<file path="config.mk">
export PLATFORM = sky130hd
export DESIGN_NAME = io_sel_top
export DESIGN_NICKNAME = d
export VERILOG_FILES = /design/src/io_sel_sync.v /design/src/io_sel_top.v
export VERILOG_INCLUDE_DIRS = /design/src
export SDC_FILE = /design/constraint.sdc
export NUM_CORES = 1
export LEC_CHECK = 0
export BUFFER_PORTS_ARGS = -buffer_cell sky130_fd_sc_hd__buf_2
export CAP_MARGIN = 20
export CELL_PAD_IN_SITES_DETAIL_PLACEMENT = 1
export CELL_PAD_IN_SITES_GLOBAL_PLACEMENT = 1
export CORE_AREA = 3 3 199 201
export CTS_CLUSTER_SIZE = 12
export DETAILED_ROUTE_END_ITERATION = 12
export DIE_AREA = 0 0 202 204
export GPL_TIMING_DRIVEN = 0
export PLACE_DENSITY_LB_ADDON = 0.1
export SYNTH_ARGS = -nofsm -noshare
export SYNTH_HDL_FRONTEND = slang
export SYNTH_SLANG_ARGS = --single-unit
</file>
<file path="constraint.sdc">
create_clock -name core_clk -period 18.42 [get_ports core_clk]
set_input_delay 1.842 -clock core_clk [delete_from_list [all_inputs] [get_ports core_clk]]
set_output_delay 1.842 -clock core_clk [all_outputs]
set_load 0.01 [all_outputs]
</file>
<file path="src/io_sel_map.vh">
// Register offsets, field positions, reset values and pin routing for the input select block
// Operation
// Timer P clock source bits 6..3 pick pins
// Timer S clock source bits 2..0 pick pins
// Bit 7 of selects 0/1 reads zero
// Bits 6..4 route serial select/data/clock
// Bits 3..0 route external irq 3..0
// UART receive select bits 1..0, rest zero
// Mode flag only on unlock code 11001010
// Mode off: pins act as selected function
// Mode on: port read returns pin levels
// Mode off: output function reads 0/latch
// Mode off: analog path only if selected
// Mode on: chosen converter channel path on
// Port data and direction reset to ones
// Direction by word write or bit op
// Bit op reads port, modifies, writes back
// Port A falling edge wakes from sleep
// Select and unlock registers reset to zero
`ifndef IO_SEL_MAP_VH
`define IO_SEL_MAP_VH

// Register byte offsets
`define IO_TSEL_OFS 8'h00
`define IO_SSEL_OFS 8'h04
`define IO_USEL_OFS 8'h08
`define IO_UNLK_OFS 8'h0c
`define IO_STAT_OFS 8'h10
`define IO_WAKE_OFS 8'h14
`define IO_BITOP_OFS 8'h18
`define IO_PORT_BASE 8'h20

// Implemented bit masks
`define IO_TSEL_MASK 8'h7f
`define IO_SSEL_MASK 8'h7f
`define IO_USEL_MASK 8'h03

// Reset values
`define IO_SEL_RST 8'h00
`define IO_UNLK_RST 8'h00
`define IO_WAKE_RST 8'h00
`define IO_PORT_RST 8'hff

// Unlock code for read-port mode
`define IO_UNLK_CODE 8'hca

// Bit-op register fields
`define IO_BOP_BIT 2:0
`define IO_BOP_PORT 5:3
`define IO_BOP_DIR 6
`define IO_BOP_VAL 7

// Status fields
`define IO_STAT_MODE 0

// Routed inputs, six-bit pin index each (port*8+bit), order:
// st0 st1 st2 pt0 pt1 pt2 pt3 irq0 irq1 irq2 irq3 sck sdi scs rx0 rx1
`define IO_ROUTE_N 16
`define IO_ROUTE_PRI {6'd25, 6'd6, 6'd1, 6'd4, 6'd5, 6'd5, 6'd4, 6'd3, 6'd1, \
  6'd29, 6'd27, 6'd21, 6'd19, 6'd46, 6'd25, 6'd23}
`define IO_ROUTE_ALT {6'd46, 6'd28, 6'd40, 6'd42, 6'd43, 6'd23, 6'd24, 6'd7, 6'd6, \
  6'd9, 6'd10, 6'd34, 6'd44, 6'd8, 6'd15, 6'd32}

`endif

</file>
<file path="src/io_sel_sync.v">
// Two-flop synchroniser for a vector of pin levels
module io_sel_sync #(
  parameter W = 8
) (
  input wire core_clk,
  input wire rst,
  input wire [W-1:0] d,
  output wire [W-1:0] q
);

  reg [W-1:0] meta_q;
  reg [W-1:0] sync_q;

  // Reset pins read high, matching the pull-high input state
  always @(posedge core_clk or posedge rst) begin
    if (rst) begin
      meta_q <= {W{1'b1}};
      sync_q <= {W{1'b1}};
    end else begin
      meta_q <= d;
      sync_q <= meta_q;
    end
  end

  assign q = sync_q;

endmodule

</file>
<file path="src/io_sel_top.v">
// Input pin routing, read-port self-test, port registers and Port A wake-up
//
// Register access over APB and the placing of the registers were left to the implementer.
`include "io_sel_map.vh"

module io_sel_top #(
  parameter NPORT = 6
) (
  input wire core_clk,
  input wire rst,
  input wire psel,
  input wire penable,
  input wire pwrite,
  input wire [7:0] paddr,
  input wire [31:0] pwdata,
  output wire [31:0] prdata,
  output wire pready,
  output wire pslverr,
  input wire [NPORT*8-1:0] pin_in,
  output wire [NPORT*8-1:0] pin_out,
  output wire [NPORT*8-1:0] pin_oe,
  input wire [NPORT*8-1:0] pin_analog,
  input wire [NPORT*8-1:0] pin_periph_out,
  input wire [NPORT*8-1:0] pin_serial_out,
  input wire [15:0] an_func_sel,
  input wire [3:0] adc_chan,
  input wire sleep_mode,
  output wire [15:0] an_path_en,
  output wire [3:0] ptimer_clock_input,
  output wire [2:0] stimer_clock_input,
  output wire [3:0] ext_irq_in,
  output wire serial_select_in,
  output wire serial_data_in,
  output wire serial_clock_in,
  output wire [1:0] uart_rx_in,
  output wire read_port_mode_flag,
  output wire wake_req
);

  localparam W = NPORT * 8;

  localparam [2:0] S_IDLE = 3'b001;
  localparam [2:0] S_FETCH = 3'b010;
  localparam [2:0] S_HOLD = 3'b100;

  ////////////////////////////////////////////////////////////////////////
  // State

  reg [7:0] tsel_q;
  reg [7:0] ssel_q;
  reg [7:0] usel_q;
  reg [7:0] unlk_q;
  reg [7:0] wake_en_q;
  reg [W-1:0] latch_q;
  reg [W-1:0] dir_q;
  reg [2:0] state_q;
  reg [7:0] tmp_q;
  reg [7:0] bop_q;
  reg pready_q;
  reg pslverr_q;
  reg [31:0] prdata_q;
  reg mode_q;
  reg [15:0] an_en_q;
  reg [`IO_ROUTE_N-1:0] route_q;
  reg [7:0] pa_prev_q;
  reg wake_q;

  wire [W-1:0] pin_lvl;
  wire [W-1:0] port_rd;
  wire [`IO_ROUTE_N-1:0] route_sel;
  wire [`IO_ROUTE_N-1:0] route_d;
  wire [6*`IO_ROUTE_N-1:0] route_pri;
  wire [6*`IO_ROUTE_N-1:0] route_alt;

  ////////////////////////////////////////////////////////////////////////
  // Pin synchronisers

  io_sel_sync #(
    .W(W)
  ) u_sync (
    .core_clk(core_clk),
    .rst(rst),
    .d(pin_in),
    .q(pin_lvl)
  );

  ////////////////////////////////////////////////////////////////////////
  // Read-port mode flag, decoded from the unlock register

  wire mode_d = (unlk_q == `IO_UNLK_CODE);

  ////////////////////////////////////////////////////////////////////////
  // Per-pin read value

  genvar gi;
  generate
    for (gi = 0; gi < W; gi = gi + 1) begin : g_rd
      reg rd;
      always @* begin
        if (mode_q) begin
          rd = pin_lvl[gi];
        end else if (pin_analog[gi]) begin
          rd = 1'b0;
        end else if (pin_periph_out[gi]) begin
          rd = dir_q[gi] ? 1'b0 : latch_q[gi];
        end else if (pin_serial_out[gi]) begin
          rd = dir_q[gi] ? pin_lvl[gi] : latch_q[gi];
        end else begin
          rd = pin_lvl[gi];
        end
      end
      assign port_rd[gi] = rd;
    end
  endgenerate

  ////////////////////////////////////////////////////////////////////////
  // Input source routing

  assign route_sel = {usel_q[1:0], ssel_q[6:0], tsel_q[6:0]};
  assign route_pri = `IO_ROUTE_PRI;
  assign route_alt = `IO_ROUTE_ALT;

  generate
    for (gi = 0; gi < `IO_ROUTE_N; gi = gi + 1) begin : g_route

      assign route_d[gi] = route_sel[gi] ? pin_lvl[route_alt[gi*6+:6]] : pin_lvl[route_pri[gi*6+:6]];
    end
  endgenerate

  assign stimer_clock_input = route_q[2:0];
  assign ptimer_clock_input = route_q[6:3];
  assign ext_irq_in = route_q[10:7];
  assign serial_clock_in = route_q[11];
  assign serial_data_in = route_q[12];
  assign serial_select_in = route_q[13];
  assign uart_rx_in = route_q[15:14];

  ////////////////////////////////////////////////////////////////////////
  // Analog path enables

  reg [15:0] an_en_d;
  always @* begin
    an_en_d = an_func_sel;
    if (mode_q) begin
      an_en_d[adc_chan] = 1'b1;
    end
  end

  ////////////////////////////////////////////////////////////////////////
  // Address decode

  wire access = psel & penable;
  wire port_hit = (paddr >= `IO_PORT_BASE);
  wire [7:0] port_off = paddr - `IO_PORT_BASE;
  wire [4:0] port_idx = port_off[7:3];
  wire port_dir = port_off[2];
  wire port_ok = port_hit & (port_idx < NPORT) & (paddr[1:0] == 2'b00);
  wire [2:0] pidx = port_idx[2:0];

  reg [7:0] rdata;
  reg hit;
  always @* begin
    rdata = 8'h00;
    hit = 1'b1;
    case (paddr)
      `IO_TSEL_OFS: rdata = tsel_q;
      `IO_SSEL_OFS: rdata = ssel_q;
      `IO_USEL_OFS: rdata = usel_q;
      `IO_UNLK_OFS: rdata = unlk_q;
      `IO_STAT_OFS: rdata = {7'h00, mode_q};
      `IO_WAKE_OFS: rdata = wake_en_q;
      `IO_BITOP_OFS: rdata = bop_q;
      default: begin
        if (port_ok) begin
          rdata = port_dir ? dir_q[pidx*8+:8] : port_rd[pidx*8+:8];
        end else begin
          hit = 1'b0;
        end
      end
    endcase
  end

  ////////////////////////////////////////////////////////////////////////
  // Bit operation source and modify

  wire [7:0] bop_w = pwdata[7:0];
  wire [2:0] bop_port = bop_w[`IO_BOP_PORT];
  wire [2:0] bop_bit = bop_w[`IO_BOP_BIT];
  wire bop_ok = (bop_port < NPORT);
  // Data target reads the whole port as software would, so inputs may be rewritten
  wire [7:0] bop_src = bop_w[`IO_BOP_DIR] ? dir_q[bop_port*8+:8] : port_rd[bop_port*8+:8];

  reg [7:0] bop_mod;
  always @* begin
    bop_mod = bop_src;
    bop_mod[bop_bit] = bop_w[`IO_BOP_VAL];
  end

  wire bop_start = access & ~pready_q & pwrite & (paddr == `IO_BITOP_OFS) & (state_q == S_IDLE);

  ////////////////////////////////////////////////////////////////////////
  // APB handshake; writes commit on the completing edge

  wire done = access & pready_q;
  wire wr = done & pwrite & ~pslverr_q;

  always @(posedge core_clk or posedge rst) begin
    if (rst) begin
      state_q <= S_IDLE;
      pready_q <= 1'b0;
      pslverr_q <= 1'b0;
      prdata_q <= 32'h00000000;
      tmp_q <= 8'h00;
    end else begin
      pready_q <= 1'b0;
      pslverr_q <= 1'b0;
      case (state_q)
        S_IDLE: begin
          if (bop_start) begin
            state_q <= S_FETCH;
          end else if (access & ~pready_q) begin
            pready_q <= 1'b1;
            pslverr_q <= ~hit;
            prdata_q <= {24'h000000, rdata};
          end
        end
        S_FETCH: begin
          // Read then modify; the write back happens on the completing edge
          tmp_q <= bop_mod;
          pready_q <= 1'b1;
          pslverr_q <= ~bop_ok;
          prdata_q <= 32'h00000000;
          state_q <= S_HOLD;
        end
        S_HOLD: begin
          state_q <= S_IDLE;
        end
        default: begin
          state_q <= S_IDLE;
        end
      endcase
    end
  end

  assign pready = pready_q;
  assign pslverr = pslverr_q;
  assign prdata = prdata_q;

  ////////////////////////////////////////////////////////////////////////
  // Control registers

  always @(posedge core_clk or posedge rst) begin
    if (rst) begin
      tsel_q <= `IO_SEL_RST;
      ssel_q <= `IO_SEL_RST;
      usel_q <= `IO_SEL_RST;
      unlk_q <= `IO_UNLK_RST;
      wake_en_q <= `IO_WAKE_RST;
      bop_q <= 8'h00;
    end else if (wr) begin
      case (paddr)
        `IO_TSEL_OFS: tsel_q <= pwdata[7:0] & `IO_TSEL_MASK;
        `IO_SSEL_OFS: ssel_q <= pwdata[7:0] & `IO_SSEL_MASK;
        `IO_USEL_OFS: usel_q <= pwdata[7:0] & `IO_USEL_MASK;
        `IO_UNLK_OFS: unlk_q <= pwdata[7:0];
        `IO_WAKE_OFS: wake_en_q <= pwdata[7:0];
        `IO_BITOP_OFS: bop_q <= pwdata[7:0];
        default: begin
          bop_q <= bop_q;
        end
      endcase
    end
  end

  ////////////////////////////////////////////////////////////////////////
  // Port data latches and direction registers

  generate
    for (gi = 0; gi < NPORT; gi = gi + 1) begin : g_port
      always @(posedge core_clk or posedge rst) begin
        if (rst) begin
          latch_q[gi*8+:8] <= `IO_PORT_RST;
          dir_q[gi*8+:8] <= `IO_PORT_RST;
        end else if (wr & (state_q == S_HOLD)) begin
          if (bop_port == gi) begin
            if (bop_w[`IO_BOP_DIR]) begin
              dir_q[gi*8+:8] <= tmp_q;
            end else begin
              latch_q[gi*8+:8] <= tmp_q;
            end
          end
        end else if (wr & port_ok & (pidx == gi)) begin
          if (port_dir) begin
            dir_q[gi*8+:8] <= pwdata[7:0];
          end else begin
            latch_q[gi*8+:8] <= pwdata[7:0];
          end
        end
      end
    end
  endgenerate

  // Direction bit 1 means input, so the driver is enabled on 0
  reg [W-1:0] pin_out_q;
  reg [W-1:0] pin_oe_q;
  always @(posedge core_clk or posedge rst) begin
    if (rst) begin
      pin_out_q <= {W{1'b1}};
      pin_oe_q <= {W{1'b0}};
    end else begin
      pin_out_q <= latch_q;
      pin_oe_q <= ~dir_q;
    end
  end

  assign pin_out = pin_out_q;
  assign pin_oe = pin_oe_q;

  ////////////////////////////////////////////////////////////////////////
  // Mode, routing and analog outputs

  always @(posedge core_clk or posedge rst) begin
    if (rst) begin
      mode_q <= 1'b0;
      route_q <= {`IO_ROUTE_N{1'b1}};
      an_en_q <= 16'h0000;
    end else begin
      mode_q <= mode_d;
      route_q <= route_d;
      an_en_q <= an_en_d;
    end
  end

  assign read_port_mode_flag = mode_q;
  assign an_path_en = an_en_q;

  ////////////////////////////////////////////////////////////////////////
  // Port A wake-up on a falling edge

  // Edge seen on synchronised levels only, so a short glitch may be missed
  wire [7:0] pa_fall = pa_prev_q & ~pin_lvl[7:0] & wake_en_q;

  always @(posedge core_clk or posedge rst) begin
    if (rst) begin
      pa_prev_q <= 8'hff;
      wake_q <= 1'b0;
    end else begin
      pa_prev_q <= pin_lvl[7:0];
      wake_q <= sleep_mode & (|pa_fall);
    end
  end

  assign wake_req = wake_q;

endmodule

</file>
==> insert_results.sql, run 1 <==
INSERT INTO impl_metrics (metric_group, metric, value, unit) VALUES
('run_status', 'status', 'finished clean', ''),
('setup_path', 'critPathLaunch', 'paddr[5]', ''),
('timing', 'fmax', '0.186', 'GHz'),
('clock_tree', 'post_cts_hold_buffer_count', '0', ''),
('setup_path', 'setup.worst_path.end_class', 'register', ''),
('place', 'preCtsSetupSlack', '12680', 'ps'),
('die', 'chipWidth', '202', 'um'),
('clock_tree', 'cts-htree-levels', '2', ''),
('place', 'place_inst', '2471', ''),
('clock_tree', 'clock-sinks', '391', ''),
('cells_and_area', 'share_of_cells_above_drive_strength_1', '40.3', '%'),
('timing', 'period_share', '29.2', '%'),
('timing', 'timing_hold_violations_final', '0', ''),
('die', 'die_area', '41200', 'sq um'),
('global_route', 'grt_pass1_vias', '16400', ''),
('clock_tree', 'path_clk_slew', '60', 'ps'),
('clock_tree', 'cts.root.buffer_cell', 'clkbuf_16', ''),
('synthesis', 'synthesis.area', '17100', 'sq um'),
('drt', 'first_pass_iters', '4', ''),
('drt', 'routed_wire_length_per_instance', '30.3', 'um'),
('drt', '1st_iter_drt_viols', '1230', ''),
('clock_tree', 'worst_skew_pair_later_pin_latency', '560', 'ps'),
('timing', 'final.setup.worst_slack', '13050', 'ps'),
('min_path', 'class_of_the_tightest_hold_or_removal_check', 'reg -> reg', ''),
('synthesis', 'synth.top_cells.by_area', 'dfstp_2, dfrtp_1, o21ai_0, a21oi_1, nand2_1', ''),
('synthesis', 'synth_sequential_area_ratio', '59.1', '%'),
('place', 'gp_congestion', '1.01', ''),
('die', 'start_util', '45.3', '%'),
('synthesis', 'synth_top_cell_area_share', '40.7', '%'),
('synthesis', 'edff_count_synth', '0', ''),
('clock_tree', 'cts_buffers', '43', ''),
('die', 'fp.coreArea', '37800', 'sq um'),
('cells_and_area', 'fin_nets', '2265', ''),
('timing', 'maxSlewViolCount', '0', ''),
('run', 'max_cap_viol', '0', ''),
('synthesis', 'avgSynthCellArea', '10.9', 'sq um'),
('cells_and_area', 'syn2layout_area_growth', '23.4', '%'),
('synthesis', 'synth_flop_cell', 'dfstp_2', ''),
('drt', 'antenna_left', '0', ''),
('drt', 'number_of_remaining_drc_errors', '0', ''),
('synthesis', 'synthArstFlopShare', '100', '%'),
('timing', 'timing.max_slew.rel_slack', '25.5', '%'),
('timing', 'worst_pin_slew', '1110', 'ps'),
('die', 'io_pins', '422', ''),
('power_and_ir_drop', 'vdd_ir_drop_max', '0.0000638', 'V'),
('global_route', 'grt_max_degree', '130', ''),
('setup_path', 'critPathArrivalTime', '5840', 'ps'),
('place', 'port_buffers', '369', ''),
('timing', 'timing.hold.ws', '351', 'ps'),
('cells_and_area', 'final_cell_mix', 'buf_2, dfstp_2, nand2_1', ''),
('place', 'placed_area', '19800', 'sq um'),
('timing', 'grt_setup_unrepaired', 'no', ''),
('setup_path', 'reg2reg_from', 'read_port_mode_flag$_DFF_PP0_', ''),
('timing', 'final.min_clock_period', '5370', 'ps'),
('drt', 'route.detailed.vias_per_inst', '6.03', ''),
('synthesis', 'number_of_instances_in_the_synthesized_netlist', '1565', ''),
('drt', 'dr_total_vias', '15400', ''),
('die', 'std_cell_rows', '71', ''),
('cells_and_area', 'final_common_cell', 'buf_2', ''),
('synthesis', 'synth_seq_cells', '391', ''),
('clock_tree', 'cts-resized-gates', '0', ''),
('cells_and_area', 'final_cell_count_no_fill', '2551', ''),
('clock_tree', 'cts_max_path_buffers', '3', ''),
('timing', 'fin_setup_tns', '0', 'ps'),
('synthesis', 'synth-warning-count', '0', ''),
('setup_path', 'crit_path_max_fanout', '10', ''),
('clock_tree', 'cts_setup_buffers', '0', ''),
('setup_path', 'timing_worst_setup_path_type', 'in -> reg', ''),
('setup_path', 'required_worst_endpoint', '18890', 'ps'),
('cells_and_area', 'final_design_area_no_fill', '21100', 'sq um'),
('cells_and_area', 'fillers', '4194', '');
-- logic make-up (layout without fill, tap and decap cells) --
group,after synthesis,count (layout),share of synthesized area [%]
compound gates,474,474,18.2
other cells,1,25,0.0219
buf+inv,204,655,5.25
fa+ha+maj,2,2,0.146
mux,88,88,6.06
simple gates,404,404,11.2
flops,391,391,59.1
xor+xnor,1,1,0.0512
-- metrics by stage --
step	utilization, %	power (uW)
after floorplan	-	980
after global placement	52.1	1060
after detailed placement	52.4	1070
after CTS	55.9	1890
after global routing	55.9	1940
final	55.9	1890
-- area by class of cell --
class / count / area (sq um) / share of cell area, %
Sequential cell: 391 / 10100 / 47.9
Multi-Input combinational cell: 993 / 6180 / 29.3
Timing Repair Buffer: 372 / 1930 / 9.14
Clock buffer: 73 / 1290 / 6.13
Tap cell: 511 / 639 / 3.03
Buffer: 104 / 522 / 2.47
Inverter: 100 / 383 / 1.81
Clock inverter: 6 / 40.0 / 0.190
Antenna cell: 1 / 2.50 / 0.0119
-- critical path, cell delays in order --
cell and delay [ps]:
buf_2 90, clkbuf_1 390, clkinv_1 690, ha_1 550
nand3_1 130, nor4_4 520, nand3_1 240, a21oi_2 750
buf_4 380, nor2_1 80, a21oi_1 160
-- flip-flops by register name, summed over array words and instances (netlist names) --
register / count
dir_q: 48
latch_q: 48
pin_oe: 48
pin_out: 48
u_sync.meta_q: 48
u_sync.q: 48
an_path_en: 16
route_q: 16
bop_q: 8
pa_prev_q: 8
prdata: 8
tmp_q: 8
unlk_q: 8
wake_en_q: 8
ssel_q: 7
tsel_q: 7
state_q: 3
usel_q: 2
pready: 1
pslverr: 1
read_port_mode_flag: 1
wake_req: 1
-- cell usage after synthesis (all sizes together) (27+ instances only) --
library cell,count
nand2,136
a21oi,113
a22oi,29
o21ai,127
nor2,133
nand2b,33
mux2i,36
buf,61
inv,98
mux2,44
dfstp,265
clkbuf,43
o211ai,46
a211o,27
dfrtp,126
-- final timing paths --
| check | to | slack (ps) | cells past startpoint |
|---|---|---|---|
| setup / recovery | latch_q[7]$_DFFE_PP1P_ | 13050 | 11 |
| setup reg to reg | prdata[4]$_DFFE_PP0P_ | 14090 | 7 |
| min in group asynchronous | pin_oe[16]$_DFF_PP0_ | 1250 | 2 |
| hold reg to reg | u_sync.q[22]$_DFF_PP1_ | 350 | 0 |
| hold / removal | u_sync.q[22]$_DFF_PP1_ | 350 | 0 |
| max in group asynchronous | state_q[1]$_DFFE_PP0P_ | 15730 | 4 |
-- power by group --
part | switching, uW | internal (uW)
sequential | 13.3 | 891
combinational | 105 | 49.8
clock | 354 | 478
total | 472 | 1420
-- layer usage --
| metal | track usage, % | up-vias | routed length (um) |
|---|---|---|---|
| met5 | 0 | - | 13 |
| met4 | 17.0 | 2 | 3720 |
| met3 | 7.06 | 223 | 5450 |
| met2 | 61.3 | 776 | 37300 |
| met1 | 46.3 | 7977 | 30700 |
| li1 | - | 6396 | - |
No activity file was read; power rests on OpenSTA's default activity.
==> run 2, diff against run 1 <==
--- a/config.mk
+++ b/config.mk
@@ -6,14 +6,15 @@
 export SDC_FILE = /design/constraint.sdc
 export NUM_CORES = 1
 export LEC_CHECK = 0
+export ABC_AREA = 1
 export BUFFER_PORTS_ARGS = -buffer_cell sky130_fd_sc_hd__buf_2
 export CAP_MARGIN = 20
 export CELL_PAD_IN_SITES_DETAIL_PLACEMENT = 1
 export CELL_PAD_IN_SITES_GLOBAL_PLACEMENT = 1
-export CORE_AREA = 3 3 199 201
+export CORE_AREA = 3 3 227 229
 export CTS_CLUSTER_SIZE = 12
 export DETAILED_ROUTE_END_ITERATION = 12
-export DIE_AREA = 0 0 202 204
+export DIE_AREA = 0 0 230 232
 export GPL_TIMING_DRIVEN = 0
 export PLACE_DENSITY_LB_ADDON = 0.1
 export SYNTH_ARGS = -nofsm -noshare
==> constraint.sdc (replaced) <==
create_clock -name core_clk -period 4.9 [get_ports core_clk]
set_input_delay 0.49 -clock core_clk [delete_from_list [all_inputs] [get_ports core_clk]]
set_output_delay 0.49 -clock core_clk [all_outputs]
set_load 0.01 [all_outputs]
==> run 2 against run 1 <==
Clock-buffer cell count decreased by 7. First-iteration DRC count decreased by 17%. Critical path depth unchanged. Cell area increased by 7.2%. Sequential share of layout area decreased by 3.2 points. Via count increased by 8.8%. Setup slack got worse by 11000 ps. Core utilization decreased by 11 points. Global-route usage decreased by 7.8 points. Clock power increased to 4.0 times the previous value. Critical endpoint is now prdata[6]$_DFFE_PP0P_.
==> insert_results.sql, run 2 <==
INSERT INTO impl_metrics (metric_group, metric, value, unit) VALUES
('run', 'max_cap_viol', '0', ''),
('timing', 'timing.clock.skew', '11.4', 'ps'),
('global_route', 'grt_pass1_vias', '17800', ''),
('run_status', 'status', 'finished clean', ''),
('synthesis', 'synth_commonest_cells', 'nand2_1, dfstp_2, inv_1', ''),
('global_route', 'grt_max_degree', '46', ''),
('die', 'fp.coreArea', '49900', 'sq um'),
('min_path', 'class_of_the_tightest_hold_or_removal_check', 'in -> reg', ''),
('cells_and_area', 'share_of_cells_above_drive_strength_1', '31.4', '%'),
('timing', 'setup_violations', '0', ''),
('clock_tree', 'cts.root.buffer_cell', 'clkbuf_16', ''),
('setup_path', 'ordered_list_of_cells_on_the_worst_path', 'clkbuf_1, clkbuf_1, nor2_1, nand2_1, nand3_1, nand3_1, nand3_1, nand2_1, nand2_1, nand2_1, nand2_1', ''),
('timing', 'fin_setup_tns', '0', 'ps'),
('clock_tree', 'tritoncts', 'done', ''),
('die', 'io_pins', '422', ''),
('synthesis', 'synthArstFlopShare', '100', '%'),
('setup_path', 'timing_worst_setup_path_type', 'reg -> reg', ''),
('synthesis', 'post_synthesis_cell_type_count', '43', ''),
('global_route', 'wire_length_of_the_first_global_routing_pass', '113', 'mm'),
('synthesis', 'edff_count_synth', '0', ''),
('cells_and_area', 'syn2layout_area_growth', '27.0', '%'),
('setup_path', 'worst_path_largest_cell_delay', '730', 'ps'),
('clock_tree', 'path_clk_slew', '60', 'ps'),
('clock_tree', 'cts_max_path_buffers', '3', ''),
('timing', 'fmax', '0.303', 'GHz'),
('synthesis', 'synth_flop_cell', 'dfstp_2', ''),
('setup_path', 'critPathTopFamily', 'buffers and inverters', ''),
('clock_tree', 'cts-htree-levels', '2', ''),
('setup_path', 'critPathArrivalTime', '3770', 'ps'),
('drt', 'number_of_remaining_drc_errors', '0', ''),
('synthesis', 'synth.top_cells.by_area', 'dfstp_2, dfrtp_1, nand2_1, nand3_1, inv_1', ''),
('clock_tree', 'cts_setup_buffers', '0', ''),
('synthesis', 'synth_top_cell_area_share', '39.1', '%'),
('clock_tree', 'clock-sinks', '391', ''),
('cells_and_area', 'final_common_cell', 'nand2_1', ''),
('clock_tree', 'cts-resized-gates', '0', ''),
('global_route', 'global_route.usage.met2', '48.0', '%'),
('clock_tree', 'worst_skew_pair_later_pin_latency', '570', 'ps'),
('die', 'start_util', '35.7', '%'),
('global_route', 'grt_remaining_overflow', '0', ''),
('drt', '1st_iter_drt_viols', '1020', ''),
('timing', 'grt_setup_unrepaired', 'no', ''),
('cells_and_area', 'fin_nets', '2850', ''),
('global_route', 'antenna_found_initial', '7', ''),
('place', 'gp_congestion', '0.960', ''),
('synthesis', 'synth.largest_area_cell', 'dfstp_2', ''),
('drt', 'first_pass_iters', '7', ''),
('drt', 'drt-total-wl', '78.0', 'mm'),
('global_route', 'grt_use_met3', '4.66', '%'),
('setup_path', 'timing.reg2reg.worst_path_depth', '11', ''),
('synthesis', 'synth_seq_cells', '391', ''),
('setup_path', 'required_worst_endpoint', '5360', 'ps'),
('global_route', 'grt_total_usage', '28.8', '%'),
('synthesis', 'synth-warning-count', '0', ''),
('global_route', 'grt-busiest-layer', 'met2', ''),
('power_and_ir_drop', 'vdd_ir_drop_max', '0.000212', 'V'),
('synthesis', 'post_synth_mux_area_share', '0.126', '%'),
('min_path', 'min_delay_path_depth', '1', ''),
('die', 'die_area', '53400', 'sq um'),
('timing', 'worst_pin_slew', '1060', 'ps'),
('timing', 'timing.max_slew.rel_slack', '29.6', '%'),
('place', 'place.detailed.hpwl', '60.3', 'mm'),
('timing', 'maxSlewViolCount', '0', ''),
('synthesis', 'avgSynthCellArea', '8.48', 'sq um'),
('setup_path', 'reg2reg_from', 'read_port_mode_flag$_DFF_PP0_', ''),
('place', 'port_buffers', '370', ''),
('setup_path', 'crit_path_max_fanout', '10', ''),
('synthesis', 'synthAdderAreaFrac', '0.140', '%'),
('setup_path', 'r2r_end', 'prdata[6]$_DFFE_PP0P_', ''),
('cells_and_area', 'final_cell_mix', 'nand2_1, buf_2, dfstp_2', ''),
('timing', 'final.min_clock_period', '3300', 'ps'),
('min_path', 'min_from', 'pin_in[47]', ''),
('setup_path', 'worstPathBufferInverterCount', '2', ''),
('setup_path', 'worst-r2r-setup-slack', '1600', 'ps'),
('power_and_ir_drop', 'power_density', '328', 'nW/um^2'),
('setup_path', 'timing.critical_path.from_type', 'register', ''),
('timing', 'timing.hold.ws', '23.9', 'ps'),
('drt', 'route.detailed.vias_per_inst', '5.07', ''),
('die', 'chipWidth', '230', 'um'),
('synthesis', 'synthXorXnorAreaFrac', '0', '%'),
('drt', 'routed_wire_length_per_instance', '23.6', 'um'),
('synthesis', 'number_of_instances_in_the_synthesized_netlist', '2102', ''),
('die', 'die_h', '232', 'um'),
('timing', 'period_share', '67.4', '%'),
('synthesis', 'synth_simple_gate_area_share', '23.6', '%'),
('drt', 'dr_total_vias', '16700', ''),
('synthesis', 'fraction_of_the_mapped_netlist_area_in_compound_gates', '10.5', '%'),
('synthesis', 'synthesis.area', '17800', 'sq um'),
('setup_path', 'setup.worst_path.end_class', 'register', ''),
('setup_path', 'cp_common_cell', 'nand2_1', ''),
('power_and_ir_drop', 'p_leak', '0.0107', 'uW'),
('global_route', 'met1_usage', '37.9', '%'),
('drt', 'antenna_left', '0', ''),
('min_path', 'timing.hold.worst_endpoint', 'u_sync.meta_q[47]$_DFF_PP1_', ''),
('synthesis', 'synthMostInstantiatedCell', 'nand2_1', ''),
('setup_path', 'critPathSlowestCell', 'clkbuf_1', ''),
('synthesis', 'combinational_family_with_the_most_area_after_synthesis', 'simple AND/OR/NAND/NOR gates', ''),
('clock_tree', 'cts_buffers', '45', ''),
('power_and_ir_drop', 'power', '7410', 'uW'),
('timing', 'timing_hold_violations_final', '0', ''),
('synthesis', 'synth_sequential_area_ratio', '56.8', '%'),
('die', 'std_cell_rows', '82', '');
## run 2: cell types whose count changed in the layout (fill, tap and decap cells not counted), moves of 37 or more
cell / delta
mux2_2: -42
nand2_1: +461
inv_1: +161
o211ai_1: -46
dlygate4sd3_1: +37
nand3_1: +190
o21ai_1: +67
## run 2: timing repair
| item | 4_1_cts | 5_1_grt |
|---|---|---|
| hold buffers | 36 | 1 |
| endpoints found under the hold margin | 37 | 1 |
| setup endpoints to repair | 0 | 0 |
## run 2: kinds of logic (layout without fill, tap and decap cells)
kind of cell,Yosys count,in the layout
and+or+nand+nor,1006,1006
DFF,391,391
buffers and inverters,364,863
AOI/OAI and AO/OA,336,336
adders and majority gates,2,2
muxes,2,2
other,1,27
## run 2: how the worst max path moves through the flow
stage                                              from                      end  slack, ps  cells past startpoint
after floorplan                                     rst  an_path_en[0]$_DFF_PP0_       -630                      1
after global placement                              rst    prdata[3]$_DFFE_PP0P_      -3080                      2
after detailed placement                           psel  latch_q[39]$_DFFE_PP1P_       1600                      8
after CTS                 read_port_mode_flag$_DFF_PP0_    prdata[6]$_DFFE_PP0P_       1680                     11
after global routing      read_port_mode_flag$_DFF_PP0_    prdata[3]$_DFFE_PP0P_       1520                     11
final                     read_port_mode_flag$_DFF_PP0_    prdata[6]$_DFFE_PP0P_       1600                     11
## run 2: metrics by stage
stage / setup WS (ps) / cells / area (sq um) / utilization, %
global route: 1520 / 3298 / 22600 / 45.4
detailed placement: 1600 / 3177 / 20800 / 41.7
CTS: 1680 / 3294 / 22600 / 45.3
floorplan: -634 / 2125 / 17900 / -
global placement: -3080 / 3167 / 20600 / 41.3
finish: 1600 / 3299 / 22600 / 45.4
## run 2: layout make-up
class | instances | area [sq um]
Multi-Input combinational cell | 1370 | 6220
Inverter | 268 | 1020
Antenna cell | 3 | 7.51
Timing Repair Buffer | 418 | 2430
Tap cell | 672 | 841
Buffer | 96 | 552
Clock buffer | 66 | 1270
Sequential cell | 391 | 10100
Fill cell | 6123 | 27200
Clock inverter | 15 | 168
## run 2: per-layer routing
layer	share of wire [%]	vias to the layer above
met3	5.8	142
li1	-	7615
met1	43	8378
met4	3.9	4
met5	0.042	-
met2	47	586
## run 2: power by group
| group | leakage [uW] | total [uW] | switching (uW) | internal, uW |
|---|---|---|---|---|
| combinational | 0.00576 | 668 | 440 | 228 |
| sequential | 0.00424 | 3410 | 56.2 | 3350 |
| clock | 0.000709 | 3340 | 1380 | 1960 |
| total | 0.0107 | 7410 | 1870 | 5540 |
## run 2: worst reg2reg max path, stage by stage, from the launching register on
cell and delay [ps]:
dfrtp_1 610, clkbuf_1 640, clkbuf_1 730, nor2_1 130, nand2_1 160, nand3_1 100, nand3_1 170, nand3_1 190
nand2_1 200, nand2_1 80, nand2_1 140, nand2_1 60
==> run 3, diff against run 2 <==
--- a/config.mk
+++ b/config.mk
@@ -6,15 +6,15 @@
 export SDC_FILE = /design/constraint.sdc
 export NUM_CORES = 1
 export LEC_CHECK = 0
-export ABC_AREA = 1
+export ABC_AREA = 0
 export BUFFER_PORTS_ARGS = -buffer_cell sky130_fd_sc_hd__buf_2
 export CAP_MARGIN = 20
 export CELL_PAD_IN_SITES_DETAIL_PLACEMENT = 1
 export CELL_PAD_IN_SITES_GLOBAL_PLACEMENT = 1
-export CORE_AREA = 3 3 227 229
+export CORE_AREA = 3 3 220 222
 export CTS_CLUSTER_SIZE = 12
 export DETAILED_ROUTE_END_ITERATION = 12
-export DIE_AREA = 0 0 230 232
+export DIE_AREA = 0 0 223 225
 export GPL_TIMING_DRIVEN = 0
 export PLACE_DENSITY_LB_ADDON = 0.1
 export SYNTH_ARGS = -nofsm -noshare
==> constraint.sdc (replaced) <==
create_clock -name core_clk -period 2.9 [get_ports core_clk]
set_input_delay 0.29 -clock core_clk [delete_from_list [all_inputs] [get_ports core_clk]]
set_output_delay 0.29 -clock core_clk [all_outputs]
set_load 0.01 [all_outputs]
==> run 3 against run 2 <==
Sequential share of layout area is 0.67 points higher. Via count is 11% lower. Largest power group unchanged. Setup slack worse by 1600 ps. Combinational power is 59% higher. First-iteration DRC count is 2.5% higher. Register-to-register slack worse by 1600 ps. Die area is 6.0% lower. Fmax is 14% higher. Final cell count is 17% lower.
==> insert_results.sql, run 3 (synthesis gave the netlist of run 1 again) <==
INSERT INTO impl_metrics (metric_group, metric, value, unit) VALUES
('run_status', 'status', 'finished clean', ''),
('drt', 'number_of_remaining_drc_errors', '0', ''),
('power_and_ir_drop', 'cell_internal_pwr', '9390', 'uW'),
('die', 'chipWidth', '223', 'um'),
('cells_and_area', 'final_common_cell', 'buf_2', ''),
('global_route', 'grt_remaining_overflow', '0', ''),
('place', 'place.detailed.hpwl', '57.7', 'mm'),
('setup_path', 'required_worst_endpoint', '3340', 'ps'),
('power_and_ir_drop', 'power_frac_clock', '45.4', '%'),
('setup_path', 'timing_worst_setup_path_type', 'reg -> reg', ''),
('global_route', 'grt_pass1_vias', '15900', ''),
('setup_path', 'critPathArrivalTime', '3340', 'ps'),
('setup_path', 'r2r_end', 'prdata[5]$_DFFE_PP0P_', ''),
('timing', 'fin_setup_tns', '0', 'ps'),
('power_and_ir_drop', 'p_seq_share', '46.1', '%'),
('min_path', 'min_from', 'adc_chan[3]', ''),
('setup_path', 'crit_path_max_fanout', '10', ''),
('clock_tree', 'tritoncts', 'done', ''),
('timing', 'final.min_clock_period', '2900', 'ps'),
('clock_tree', 'path_clk_slew', '60', 'ps'),
('clock_tree', 'cts_max_path_buffers', '3', ''),
('place', 'preCtsSetupSlack', '-1430', 'ps'),
('cells_and_area', 'fin_nets', '2345', ''),
('clock_tree', 'clock-sinks', '391', ''),
('die', 'fp.coreArea', '46600', 'sq um'),
('min_path', 'timing.hold.worst_endpoint', 'an_path_en[8]$_DFF_PP0_', ''),
('clock_tree', 'worst_skew_pair_later_pin_latency', '580', 'ps'),
('power_and_ir_drop', 'p_switching', '3050', 'uW'),
('drt', '1st_iter_drt_viols', '1046', ''),
('setup_path', 'reg2reg_from', 'read_port_mode_flag$_DFF_PP0_', ''),
('timing', 'timing_hold_violations_final', '0', ''),
('power_and_ir_drop', 'combPwrFrac', '8.5', '%'),
('cells_and_area', 'final_design_area_no_fill', '22300', 'sq um'),
('power_and_ir_drop', 'power.share.switching', '24.5', '%'),
('timing', 'timing.max_slew.rel_slack', '36.9', '%'),
('drt', 'first_pass_iters', '5', ''),
('run', 'max_cap_viol', '0', ''),
('clock_tree', 'cts-htree-levels', '2', ''),
('timing', 'period_share', '100', '%'),
('die', 'io_pins', '422', ''),
('timing', 'final.setup.worst_slack', '0.0671', 'ps'),
('timing', 'worst_pin_slew', '947', 'ps'),
('place', 'gp_congestion', '0.951', ''),
('drt', 'routed_wire_length_per_instance', '27.3', 'um'),
('setup_path', 'worst-r2r-setup-slack', '0.07', 'ps'),
('drt', 'drt-total-wl', '74.6', 'mm'),
('drt', 'route.detailed.vias_per_inst', '5.44', ''),
('place', 'placed_area', '20000', 'sq um'),
('min_path', 'class_of_the_tightest_hold_or_removal_check', 'in -> reg', ''),
('power_and_ir_drop', 'p_leak', '0.00934', 'uW'),
('drt', 'antenna_left', '0', ''),
('cells_and_area', 'share_of_cells_above_drive_strength_1', '41.1', '%'),
('global_route', 'grt_max_degree', '44', ''),
('global_route', 'antenna_found_initial', '6', ''),
('setup_path', 'timing.reg2reg.worst_path_depth', '6', ''),
('timing', 'timing.clock.skew', '19.7', 'ps'),
('min_path', 'min_delay_path_depth', '2', ''),
('die', 'std_cell_rows', '79', ''),
('clock_tree', 'cts_buffers', '44', ''),
('cells_and_area', 'syn2layout_area_growth', '30.3', '%'),
('cells_and_area', 'fillers', '5249', ''),
('power_and_ir_drop', 'vdd_ir_drop_max', '0.000396', 'V'),
('setup_path', 'setup.worst_path.end_class', 'register', ''),
('die', 'start_util', '36.7', '%'),
('timing', 'fmax', '0.345', 'GHz'),
('drt', 'dr_total_vias', '14900', ''),
('cells_and_area', 'final_cell_mix', 'buf_2, dfstp_2, nand2_1', ''),
('die', 'die_area', '50200', 'sq um'),
('global_route', 'wire_length_of_the_first_global_routing_pass', '109', 'mm'),
('timing', 'setup_violations', '0', ''),
('power_and_ir_drop', 'power_density', '558', 'nW/um^2'),
('global_route', 'grt_total_usage', '29.5', '%'),
('setup_path', 'timing.critical_path.from_type', 'register', ''),
('timing', 'maxSlewViolCount', '0', ''),
('clock_tree', 'cts.root.buffer_cell', 'clkbuf_16', ''),
('die', 'die_h', '225', 'um'),
('place', 'port_buffers', '369', '');
run 3: what timing repair did:
| action | CTS | global route |
|---|---|---|
| resized for setup | 32 | 11 |
| setup endpoints to repair | 141 | 47 |
| buffers inserted | 5 | 3 |
| hold buffers | 66 | 0 |
| pin swaps | 2 | 4 |
| hold endpoints to repair | 74 | 0 |
run 3: layout make-up:
class	count	area (sq um)	area share, %
antenna	4	10.0	0.0449
buffer	102	547	2.45
clock buffer	75	1390	6.23
clock inverter	6	66.3	0.297
inverter	100	380	1.71
multi-input combinational	993	6250	28.1
sequential	391	10100	45.4
tap	607	759	3.41
timing repair buffer	453	2770	12.4
run 3: worst max-delay path by stage:
stage | from | to | slack, ps | cells after the start
after floorplan | rst | an_path_en[0]$_DFF_PP0_ | -2430 | 1
after CTS | pready$_DFF_PP0_ | latch_q[0]$_DFFE_PP1P_ | -7 | 8
final | read_port_mode_flag$_DFF_PP0_ | prdata[5]$_DFFE_PP0P_ | 0.07 | 6
after global routing | pready$_DFF_PP0_ | latch_q[8]$_DFFE_PP1P_ | -10 | 8
after detailed placement | read_port_mode_flag$_DFF_PP0_ | prdata[3]$_DFFE_PP0P_ | -1430 | 8
after global placement | rst | pin_oe[40]$_DFF_PP0_ | -4920 | 2
run 3: power groups by stage:
stage / clock (uW) / combinational (uW) / sequential, uW
final: 5640 / 1060 / 5740
after detailed placement: 0 / 971 / 5820
after global routing: 6010 / 1140 / 5750
after floorplan: 0 / 433 / 5800
after CTS: 5750 / 1050 / 5740
after global placement: 0 / 923 / 5820
run 3: per-layer routing:
layer | global-route usage (%) | share of wire [%]
met4 | 10.0 | 3.7
met3 | 5.33 | 5.7
met2 | 48.8 | 47
met1 | 39.3 | 43
met5 | 0 | 0.020
run 3: per-stage QoR:
stage / total power, uW / hold slack [ps] / util (%) / std cells
6_report: 12400 / 51.8 / 47.9 / 2731
4_1_cts: 12500 / 23.3 / 47.7 / 2724
2_1_floorplan: 6230 / 294 / - / 1588
3_5_place_dp: 6790 / 347 / 43.0 / 2574
3_3_place_gp: 6740 / 346 / 42.5 / 2564
5_1_grt: 12900 / 49.1 / 47.9 / 2731
run 3: worst max-delay path: stages (launching register included):
cell and delay, ps:
dfrtp_2 620, clkbuf_4 420, buf_2 440, mux2i_1 590
nor2_1 110, a211oi_1 440, o31ai_1 130
